## src/design/irq_sig_pkg.sv

```systemverilog
// Constants shared by the interrupt signalling logic
package irq_sig_pkg;
    // Clock rate in kHz
    localparam int unsigned CLK_KHZ = 25000;
    // Timing figures in microseconds
    localparam int unsigned PULSE_US = 100;
    localparam int unsigned GAP_US = 100;
    localparam int unsigned CFG_FILT_US = 10;
    // Derived cycle counts
    localparam int unsigned PULSE_CYC = PULSE_US * CLK_KHZ / 1000;
    localparam int unsigned GAP_CYC = GAP_US * CLK_KHZ / 1000;
    localparam int unsigned CFG_FILT_CYC = CFG_FILT_US * CLK_KHZ / 1000;
    // Interrupt class select reset value: wake only
    localparam logic CLASS_RST = 1'b0;
    // Mode encodings
    localparam logic [1:0] MODE_INIT = 2'h0;
    localparam logic [1:0] MODE_NORMAL = 2'h1;
    localparam logic [1:0] MODE_STOP = 2'h2;
    localparam logic [1:0] MODE_OTHER = 2'h3;
    // Pulse generator states
    typedef enum logic [2:0] {
        ST_IDLE = 3'b001,
        ST_PULSE = 3'b010,
        ST_GAP = 3'b100
    } pulse_state_t;
endpackage

```

## src/design/irq_sync2.sv

```systemverilog
// Two flip-flop synchroniser for the interrupt pin input
`timescale 1ns/1ps
`default_nettype none
module irq_sync2 (
    // Clock and reset
    input wire logic clk,
    input wire logic rst_n,
    input wire logic clk_en,
    // Data
    input wire logic d,
    output logic q
);
    logic meta_r;
    logic meta_nxt;
    logic q_r;
    logic q_nxt;

    // Shift one stage per enabled clock
    always_comb begin
        meta_nxt = clk_en ? d : meta_r;
        q_nxt = clk_en ? meta_r : q_r;
    end

    // Pin idles high while the block drives it, so reset to one
    always_ff @(posedge clk or negedge rst_n) begin
        if (!rst_n) begin
            meta_r <= 1'b1;
            q_r <= 1'b1;
        end else begin
            meta_r <= meta_nxt;
            q_r <= q_nxt;
        end
    end

    assign q = q_r;
endmodule // irq_sync2
`default_nettype wire

```

## src/design/irq_cfg_filter.sv

```systemverilog
// Glitch filter that samples the configuration level on the interrupt pin
`timescale 1ns/1ps
`default_nettype none
module irq_cfg_filter #(
    parameter int unsigned FILT_CYC = irq_sig_pkg::CFG_FILT_CYC
) (
    // Clock and reset
    input wire logic clk,
    input wire logic rst_n,
    input wire logic clk_en,
    // Synchronised pin level and sampling enable
    input wire logic level,
    input wire logic active,
    // Filtered level
    output logic filt_level
);
    localparam int CW = $clog2(FILT_CYC + 1);
    logic [CW-1:0] cnt_r;
    logic [CW-1:0] cnt_nxt;
    logic filt_r;
    logic filt_nxt;

    initial begin
        if (FILT_CYC < 1) $error("filter count must be at least one");
    end

    // Accept a new level only after it held for the whole filter span
    always_comb begin
        cnt_nxt = cnt_r;
        filt_nxt = filt_r;
        if (clk_en && active) begin
            if (level == filt_r) begin
                cnt_nxt = '0;
            end else if (cnt_r == CW'(FILT_CYC - 1)) begin
                cnt_nxt = '0;
                filt_nxt = level;
            end else begin
                cnt_nxt = cnt_r + CW'(1);
            end
        end
    end

    always_ff @(posedge clk or negedge rst_n) begin
        if (!rst_n) begin
            cnt_r <= '0;
            filt_r <= 1'b0;
        end else begin
            cnt_r <= cnt_nxt;
            filt_r <= filt_nxt;
        end
    end

    assign filt_level = filt_r;
endmodule // irq_cfg_filter
`default_nettype wire

```

## src/design/sbc_interrupt_signalling.sv

```systemverilog
// Interrupt pulse generation, event latching and config pin sampling
// What this block does
// - In Normal or Stop, an event drives the line low for 100 us.
// - Line stays high at least 100 us between two pulses.
// - Pulsing never changes the operating mode.
// - Class bit zero selects wake only; one adds failures.
// - Wake events interrupt only when their source is wake enabled.
// - Global class also interrupts on new non-forcing failure events.
// - Pin level status never interrupts and is not latched.
// - Undervoltage, watchdog, short, thermal level two, general failure never interrupt.
// - Power-on reset flag and device status bits never interrupt.
// - Entering Stop with wake status still set issues a pulse.
// - Visible status registers update at each pulse falling edge.
// - Latched events stay set until host reads and clears them, except unpublished ones, which are dropped on leaving Normal/Stop.
// - In Init the pin is an input sampled for configuration.
// - Configuration sampling rejects level changes shorter than about 10 us.
`timescale 1ns/1ps
`default_nettype none
module sbc_interrupt_signalling #(
    parameter int unsigned WAKE_W = 16,
    parameter int unsigned FAIL_W = 16,
    parameter int unsigned LVL_W = 8,
    parameter int unsigned PULSE_CYC = irq_sig_pkg::PULSE_CYC,
    parameter int unsigned GAP_CYC = irq_sig_pkg::GAP_CYC,
    parameter int unsigned CFG_FILT_CYC = irq_sig_pkg::CFG_FILT_CYC
) (
    // Clock, reset, enable
    input wire logic clk,
    input wire logic rst_n,
    input wire logic clk_en,
    // Operating mode and Stop command strobe
    input wire logic [1:0] mode,
    input wire logic stop_cmd,
    // Class select
    input wire logic class_global,
    // Wake events (one-cycle pulses) and wake source enables
    input wire logic [WAKE_W-1:0] wake_evt,
    input wire logic [WAKE_W-1:0] wake_src_en,
    // Failure events, and mask of bits that force Restart or Fail-Safe
    input wire logic [FAIL_W-1:0] fail_evt,
    input wire logic [FAIL_W-1:0] fail_forcing_mask,
    // Pin levels, shown live
    input wire logic [LVL_W-1:0] pin_level_in,
    // Host read-and-clear strobes, one bit per status bit
    input wire logic [WAKE_W-1:0] wake_clr,
    input wire logic [FAIL_W-1:0] fail_clr,
    // Status visible to the host
    output logic [WAKE_W-1:0] wake_status,
    output logic [FAIL_W-1:0] fail_status,
    output logic [LVL_W-1:0] pin_level_status,
    // Interrupt pin, push/pull
    input wire logic int_pin_i,
    output logic int_pin_o,
    output logic int_pin_oe,
    // Filtered configuration level sampled in Init
    output logic cfg_level
);
    localparam int PW = $clog2((PULSE_CYC > GAP_CYC ? PULSE_CYC : GAP_CYC) + 1);

    initial begin
        if (PULSE_CYC < 1 || GAP_CYC < 1) $error("pulse and gap counts must be at least one");
        if (WAKE_W < 1 || FAIL_W < 1 || LVL_W < 1) $error("status widths must be at least one");
        if (WAKE_W > 32 || FAIL_W > 32) $error("status widths above 32 exceed the trigger reduction");
        if (GAP_CYC < 8) $error("gap count must be at least eight");
    end

    // OR reduction of a status or event vector, zero-extended to 32 bits
    function automatic logic any_bit(input logic [31:0] v);
        any_bit = |v;
    endfunction

    logic signal_mode;
    assign signal_mode = (mode == irq_sig_pkg::MODE_NORMAL) || (mode == irq_sig_pkg::MODE_STOP);

    // Internal latches and shadow (host-visible) copies
    logic [WAKE_W-1:0] wake_lat_r, wake_lat_nxt, wake_vis_r, wake_vis_nxt;
    logic [FAIL_W-1:0] fail_lat_r, fail_lat_nxt, fail_vis_r, fail_vis_nxt;
    logic [LVL_W-1:0] lvl_r, lvl_nxt;
    logic pend_r, pend_nxt;
    logic int_low_r, int_low_nxt;
    logic [PW-1:0] cnt_r, cnt_nxt;
    irq_sig_pkg::pulse_state_t st_r, st_nxt;
    logic trig_wake, trig_fail, trig_stop, trig, fall;
    logic [FAIL_W-1:0] fail_allowed;

    // Forcing failures are excluded; power-on and device status never arrive here
    assign fail_allowed = fail_evt & ~fail_forcing_mask;
    assign trig_wake = any_bit(32'(wake_evt & wake_src_en));
    assign trig_fail = class_global && any_bit(32'(fail_allowed));
    assign trig_stop = stop_cmd && (any_bit(32'(wake_vis_r)) || any_bit(32'(wake_lat_r)));
    assign trig = trig_wake || trig_fail || trig_stop;
    assign fall = clk_en && (st_nxt == irq_sig_pkg::ST_PULSE) && (st_r != irq_sig_pkg::ST_PULSE);

    // Pulse sequencer; mode is only read, never driven
    always_comb begin
        st_nxt = st_r;
        cnt_nxt = cnt_r;
        pend_nxt = pend_r;
        int_low_nxt = int_low_r;
        if (clk_en) begin
            if (trig) pend_nxt = 1'b1;
            case (st_r)
                irq_sig_pkg::ST_IDLE: begin
                    if ((trig || pend_r) && signal_mode) begin
                        st_nxt = irq_sig_pkg::ST_PULSE;
                        cnt_nxt = '0;
                        pend_nxt = 1'b0;
                        int_low_nxt = 1'b1;
                    end
                end
                irq_sig_pkg::ST_PULSE: begin
                    if (cnt_r == PW'(PULSE_CYC - 1)) begin
                        st_nxt = irq_sig_pkg::ST_GAP;
                        cnt_nxt = '0;
                        int_low_nxt = 1'b0;
                    end else begin
                        cnt_nxt = cnt_r + PW'(1);
                    end
                end
                irq_sig_pkg::ST_GAP: begin
                    if (cnt_r == PW'(GAP_CYC - 1)) begin
                        st_nxt = irq_sig_pkg::ST_IDLE;
                        cnt_nxt = '0;
                    end else begin
                        cnt_nxt = cnt_r + PW'(1);
                    end
                end
                default: begin
                    st_nxt = irq_sig_pkg::ST_IDLE;
                    int_low_nxt = 1'b0;
                end
            endcase
            // Leaving the signalling modes releases the line at once
            if (!signal_mode && st_r == irq_sig_pkg::ST_PULSE) begin
                st_nxt = irq_sig_pkg::ST_GAP;
                cnt_nxt = '0;
                int_low_nxt = 1'b0;
            end
        end
    end

    always_ff @(posedge clk or negedge rst_n) begin
        if (!rst_n) begin
            st_r <= irq_sig_pkg::ST_IDLE;
            cnt_r <= '0;
            pend_r <= 1'b0;
            int_low_r <= 1'b0;
        end else begin
            st_r <= st_nxt;
            cnt_r <= cnt_nxt;
            pend_r <= pend_nxt;
            int_low_r <= int_low_nxt;
        end
    end

    // Status latching; a new event wins over a clear in the same cycle
    always_comb begin
        wake_lat_nxt = wake_lat_r;
        fail_lat_nxt = fail_lat_r;
        wake_vis_nxt = wake_vis_r;
        fail_vis_nxt = fail_vis_r;
        lvl_nxt = lvl_r;
        if (clk_en) begin
            wake_lat_nxt = wake_lat_r | wake_evt;
            fail_lat_nxt = fail_lat_r | fail_evt;
            wake_vis_nxt = wake_vis_r & ~wake_clr;
            fail_vis_nxt = fail_vis_r & ~fail_clr;
            lvl_nxt = pin_level_in;
            if (fall) begin
                // Publish collected events at the falling edge
                wake_vis_nxt = wake_vis_nxt | wake_lat_r | wake_evt;
                fail_vis_nxt = fail_vis_nxt | fail_lat_r | fail_evt;
                wake_lat_nxt = '0;
                fail_lat_nxt = '0;
            end else if (!signal_mode) begin
                // No pulses outside Normal/Stop, so publish directly
                wake_vis_nxt = wake_vis_nxt | wake_evt;
                fail_vis_nxt = fail_vis_nxt | fail_evt;
                wake_lat_nxt = '0;
                fail_lat_nxt = '0;
            end
        end
    end

    always_ff @(posedge clk or negedge rst_n) begin
        if (!rst_n) begin
            wake_lat_r <= '0;
            fail_lat_r <= '0;
            wake_vis_r <= '0;
            fail_vis_r <= '0;
            lvl_r <= '0;
        end else begin
            wake_lat_r <= wake_lat_nxt;
            fail_lat_r <= fail_lat_nxt;
            wake_vis_r <= wake_vis_nxt;
            fail_vis_r <= fail_vis_nxt;
            lvl_r <= lvl_nxt;
        end
    end

    assign wake_status = wake_vis_r;
    assign fail_status = fail_vis_r;
    assign pin_level_status = lvl_r;

    // Pin drive: released in Init so the strap can be read
    assign int_pin_oe = (mode != irq_sig_pkg::MODE_INIT);
    assign int_pin_o = ~int_low_r;

    // Configuration level path
    logic pin_sync;
    irq_sync2 u_sync (
        .clk(clk),
        .rst_n(rst_n),
        .clk_en(clk_en),
        .d(int_pin_i),
        .q(pin_sync)
    );

    irq_cfg_filter #(
        .FILT_CYC(CFG_FILT_CYC)
    ) u_filt (
        .clk(clk),
        .rst_n(rst_n),
        .clk_en(clk_en),
        .level(pin_sync),
        .active(mode == irq_sig_pkg::MODE_INIT),
        .filt_level(cfg_level)
    );
endmodule // sbc_interrupt_signalling
`default_nettype wire

```

## config.mk

```make
export PLATFORM = sky130hd
export DESIGN_NAME = sbc_interrupt_signalling
export DESIGN_NICKNAME = d
export VERILOG_FILES = /design/src/design/irq_sig_pkg.sv /design/src/design/irq_sync2.sv /design/src/design/irq_cfg_filter.sv /design/src/design/sbc_interrupt_signalling.sv
export SDC_FILE = /design/constraint.sdc
export NUM_CORES = 1
export LEC_CHECK = 0
export ABC_CLOCK_PERIOD_IN_PS = 2200
export BUFFER_PORTS_ARGS = -buffer_cell sky130_fd_sc_hd__buf_2
export CORE_MARGIN = 2
export CORE_UTILIZATION = 51
export DETAILED_ROUTE_END_ITERATION = 16
export GPL_TIMING_DRIVEN = 0
export PLACE_DENSITY = 0.8
export SLEW_MARGIN = 20
export SYNTH_ARGS = -nofsm -noshare
export SYNTH_HDL_FRONTEND = slang
export SYNTH_HIERARCHICAL = 1
export SYNTH_SLANG_ARGS = --single-unit
```

## constraint.sdc

```tcl
create_clock -name clk -period 2.2 [get_ports clk]
set_input_delay 0.22 -clock clk [delete_from_list [all_inputs] [get_ports clk]]
set_output_delay 0.22 -clock clk [all_outputs]
set_load 0.01 [all_outputs]
```

=== Word level (Yosys, flattened, before mapping) ===
Index checks and enable logic that the tools add are counted.

* Flip-flop bits (word level): 100
* Bits in latches: 0
* Memory bits (writable): 0
* Bits in read-only memories: 0
* Input bits: 112
* Output and inout bits: 43
* Word-level logic and storage cells: 96
* Memories kept: 0

* Add/sub/neg operators: 2
* Multiply operators: 0
* Divide/modulo/power cells: 0
* $lt $le $gt $ge: 0
* Eq/ne operators: 13
* Shift-type cells: 0
* Multiplexer cells: 27
* Bitwise gates (word level): 17
* Reductions and logical operators: 24

{| class="wikitable"
|+ Operators by type and width
! cell !! number
|-
| 16-bit two-way mux || 8
|-
| 16-bit OR || 8
|-
| 16-bit AND || 4
|-
| 16-bit inverter || 3
|-
| 16-bit OR reduction || 3
|-
| 12-bit two-way mux || 3
|-
| 32-bit OR reduction || 1
|-
| 12-bit case mux with 2 select lines || 1
|-
| 8-bit two-way mux || 2
|-
| 3-bit two-way mux || 5
|-
| 12-bit by 1-bit adder with 12-bit output, second input constant || 1
|-
| 12-bit equality test, second input constant || 1
|-
| 3-bit case mux with 3 select lines || 1
|-
| 8-bit by 1-bit adder with 8-bit output, second input constant || 1
|-
| 8-bit equality test, second input constant || 1
|-
| 1-bit logical AND || 7
|-
| 3-bit by 2-bit equality test with 1-bit output, second input constant || 2
|-
| 1-bit two-way mux || 6
|-
| 3-bit by 2-bit inequality test with 1-bit output, second input constant || 2
|-
| 3-bit AND reduction || 2
|-
| 1-bit logical OR || 5
|-
| 4-bit AND reduction || 1
|-
| 3-bit by 1-bit equality test with 1-bit output, second input constant || 1
|-
| 3-bit equality test, second input constant || 1
|-
| other kinds (12) || 13
|}

=== Logic depth before layout (Yosys ltp) ===
* Depth in word-level cells: 16
* Depth in mapped cells: 10
* Gate-level depth less buffers: 8

=== Modules after synthesis ===
Netlist, hierarchy kept.

{| class="wikitable"
|+ Modules (own cells, without submodules)
! module !! times used !! cells an instance !! area an instance (µm²) !! seq. area each (µm²)
|-
| sbc_interrupt_signalling || 1 || 469 || 4,227.8 || 2,228.4
|-
| irq_cfg_filter || 1 || 56 || 518.0 || 225.2
|-
| irq_sync2 || 1 || 4 || 75.1 || 52.6
|}

=== Least setup slack after synthesis ===
Ideal clock, no wire load.

* Path type: flip-flop to flip-flop
* Start: register cnt_r[5] (netlist name)
* End: register cnt_r[10] (netlist name)
* Setup time: 0.124 ns
* Arrival time: 1.907 ns
* Required time: 2.076 ns
* Setup slack: 0.169 ns
* Cell stages (with the launch flop): 9
* Buffers on the path: 2
* Clock period less this slack: 2.031 ns
* Path through: dfrtp_1 > or3_1 > or4_1 > buf_2 > and2_4 > buf_6 > nand3_1 > o221ai_1 > or2_1

=== Worst setup path in the final report ===
* Start: register st_r[0]
* End: register wake_vis_r[11] (netlist: wake_status[11])

* Word-level cells in the longest chain between the ends: 8
* Elaborated cells on any way between the ends: 15
* Those cells by class: eq/ne: 5; mux: 7; reduce/logical: 3

{| class="wikitable"
|+ Ends and longest elaborated chain
! item !! RTL line !! text
|-
| from (decl) || sbc_interrupt_signalling.sv:82 || <nowiki>irq_sig_pkg::pulse_state_t st_r, st_nxt;</nowiki>
|-
| from (signal assigned) || sbc_interrupt_signalling.sv:144 || <nowiki>st_r <= irq_sig_pkg::ST_IDLE;</nowiki>
|-
| from (signal assigned) || sbc_interrupt_signalling.sv:149 || <nowiki>st_r <= st_nxt;</nowiki>
|-
| 3-bit equality test, or another cell as far along || sbc_interrupt_signalling.sv:102 || <nowiki>case (st_r)</nowiki>
|-
| 3-bit case mux with 3 select lines / 1-bit logical AND (equally long branches) || sbc_interrupt_signalling.sv:102, sbc_interrupt_signalling.sv:134 ||
|-
| 3-bit two-way mux || sbc_interrupt_signalling.sv:134 || <nowiki>if (!signal_mode && st_r == irq_sig_pkg::ST_PULSE) begin</nowiki>
|-
| 3-bit two-way mux || sbc_interrupt_signalling.sv:100 || <nowiki>if (clk_en) begin</nowiki>
|-
| 3-bit by 2-bit equality test with 1-bit output || sbc_interrupt_signalling.sv:92 || <nowiki>assign fall = clk_en && (st_nxt == irq_sig_pkg::ST_PULSE) && (st_r != irq_sig_pkg::ST_PULSE);</nowiki>
|-
| 1-bit logical AND || sbc_interrupt_signalling.sv:92 ||
|-
| 1-bit logical AND (*) || sbc_interrupt_signalling.sv:92 ||
|-
| 16-bit two-way mux (*) || sbc_interrupt_signalling.sv:169 || <nowiki>if (fall) begin</nowiki>
|-
| to (signal assigned) || sbc_interrupt_signalling.sv:195 || <nowiki>wake_vis_r <= wake_vis_nxt;</nowiki>
|-
| to (decl) || sbc_interrupt_signalling.sv:76 || <nowiki>logic [WAKE_W-1:0] wake_lat_r, wake_lat_nxt, wake_vis_r, wake_vis_nxt;</nowiki>
|}

Every way passes the cells marked *; elsewhere a longest branch is shown, timed or not.
A chain may end at the register's enable or synchronous reset.

==> qor.csv <==
metric,value,unit
status,"finished, final reports clean",
Comb pwr share,29.3,%
Peak VDD IR,509.7,uV
Switch Pwr,0.001952,W
CP Capture Type,flip-flop,
Setup crit start kind,flip-flop,
Power Dens Cells,862.5,nW/um2
CTS tree,done,
Vias/cell,5.867,
placed insts,795,
Crit Path Class,reg2reg,
Pleak,2.893,nW
syn_area_per_cell,9.113,um2
largest net degree at the start of global routing,67,
Clock Path Buffers,2,
Clk pwr share,21.0,%
syn nets,645,
vias,4840,
Hold Path Class,in2reg,
Setup Skew,0.02288,ns
peak fanout along the critical path,10,
core area,9196,um2
# port buffers,154,
DRC viols,0,
DR WL/cell,16.80,um
largest cells by area after synthesis,"dfrtp_1 (50%), nand2_1 (7.1%), a31oi_1 (4.8%)",
leading area contributor after synthesis,dfrtp_1,
DIE HEIGHT,101.2,um
row count,35,
Post-Route WL,13860,um
share of the synthesized area in the top cell type,50.35,%
global-route wire length before repair,21870,um
Net Sw Frac,36.60,%
"EDFF count, synth",0,
root buffer cell,clkbuf_8,
Tmin final,2.176,ns
Final Util,67.25,%
Post-DP HPWL,10070,um
worst path arrival time,2.48,ns
number of diodes,0,
Mapped Cells,529,
Worst Max-Slew Pin Slew,0.7352,ns
final net count,825,
die width,101.2,um
post-synthesis register bit count,100,
internal power,0.003382,W
clock slew at reported path FFs,0.10,ns
synthesized area,4821,um2
Worst Path Required,2.51,ns
initial antenna violation count,0,
Num CTS Buffers,9,
Fillers,760,
max-cap violations,0,
routability congestion estimate,0.9312,
final worst-path cycle share,98.91,%
Synth Flop Type,dfrtp_1,
RSZ-0062 raised after global routing,true,
Top Ports,155,
sequential group share of total power,49.7,%
gr usage total,27.02,%
H-tree levels,3,
Antenna Nets Post-Route,0,
Final Max Slew Viols,0,
setup ws final,0.02393,ns
Finished Layout Cells,825,
drt initial violations,273,
Num Clock Sinks,100,
async set or reset register ratio after synthesis,100.0,%
Worst-Skew Late Latency,0.38,ns
Final Setup Violations,0,
vias in the first global route,4502,
Layout area overhead,28.29,%
Starting Density,52.42,%
"count leader, synth",dfrtp_1,
DRT Pass-1 Iters,5,
Place WS,-0.3560,ns
Final Hold Viols,0,
Synth cell types,52,
"top cells by count, synth","dfrtp_1 (97), nand2_1 (91), nor2_1 (45), o21ai_1 (45)",
Fmax achieved,459.5,MHz
sequential area share after synthesis,51.99,%
layout cells sized above 1,33.33,%
GRT overflow,0,
area of the die,10250,um2
worst relative slew slack,50.53,%
Ys Warns,6,
==> worst max-delay path, stage by stage, from the launching register on <==
cell      delay, ns
dfstp_2        0.62
and3_1         0.22
and3_1         0.16
clkbuf_1       0.30
clkbuf_1       0.44
a31oi_1        0.23
o21ai_1        0.15
==> sequential cells by signal (all words and copies together) (netlist names) <==
name / cells
pin_level_status: 8
fail_lat_r: 16
u_filt/filt_level: 1
wake_status: 16
pend_r: 1
u_sync/meta_r: 1
wake_lat_r: 16
fail_status: 16
int_low_r: 1
st_r: 3
u_sync/q: 1
u_filt/cnt_r: 8
cnt_r: 12
==> logic make-up (layout without fill, tap and decap cells) <==
kind of cell / Yosys count / count (layout) / share of synthesized area (%)
flops: 100 / 100 / 51.99
xor+xnor: 1 / 1 / 0.3375
buf+inv: 44 / 229 / 3.633
fa+ha+maj: 4 / 4 / 1.038
compound gates: 162 / 162 / 20.48
mux: 12 / 12 / 2.803
simple gates: 206 / 206 / 19.73
==> what timing repair did <==
action	4_1_cts	5_1_grt
resized for setup	10	37
hold buffers	1	0
pin swaps	1	8
setup endpoints to repair	72	76
buffers inserted	2	11
hold endpoints to repair	32	0
==> stage by stage <==
stage               total power, W  TNS (ns)  hold WS [ns]  cell area [um2]
floorplan                 0.003415         0      -0.07559             4821
global placement          0.004015    -21.09        0.4529             5731
detailed placement        0.004092    -12.37        0.1384             5764
CTS                       0.005221         0       0.06928             6008
global route              0.005627    -1.185       0.06090             6185
finish                    0.005334         0       0.07549             6185
==> placed cells by master (no fill, tap or decap), types with 13 or more instances in the layout <==
master      n
o21ai_1    43
buf_2     156
buf_4      13
nand2b_1   16
dfrtp_1    94
inv_1      15
nor2_1     45
nand2_1    90
clkbuf_1   16
a21oi_1    37
a31oi_1    36
==> metal layers <==
layer / vias to the layer above / GRT usage (%) / share of wire [%] / routed length [um]
met5: - / 0 / 0 / 0
met4: 0 / 7.692 / 1.5 / 209
met3: 21 / 5.176 / 6.6 / 911
met2: 216 / 44.83 / 51 / 7074
li1: 2248 / - / - / -
met1: 2355 / 36.51 / 41 / 5663
==> layout make-up <==
class | count | area [um2] | area share (%)
buffer | 29 | 146.4 | 2.367
clock buffer | 10 | 127.6 | 2.064
clock inverter | 6 | 52.55 | 0.8497
inverter | 15 | 56.30 | 0.9104
multi-input combinational | 385 | 2241 | 36.23
sequential | 100 | 2510 | 40.58
tap | 111 | 138.9 | 2.246
timing repair buffer | 169 | 912.1 | 14.75
==> worst paths after layout <==
check                                start             endpoint  slack [ns]  cells after the start
max                                st_r[0]      wake_status[11]        0.02                      6
min                        pin_level_in[2]  pin_level_status[2]        0.08                      2
max reg2reg                        st_r[0]      wake_status[11]        0.02                      6
min reg2reg                 fail_status[3]       fail_status[3]        0.48                      2
max in group asynchronous            rst_n              st_r[0]        1.25                      3
min in group asynchronous            rst_n  pin_level_status[2]        0.29                      2
==> power by group through the flow <==
stage               logic (W)  clock network (W)  registers (W)
global placement      0.00140                  0        0.00262
global route          0.00173            0.00120        0.00270
floorplan            0.000754                  0        0.00266
detailed placement    0.00146                  0        0.00264
CTS                   0.00147            0.00113        0.00262
finish                0.00156            0.00112        0.00265
No activity file was read; power rests on OpenSTA's default activity.
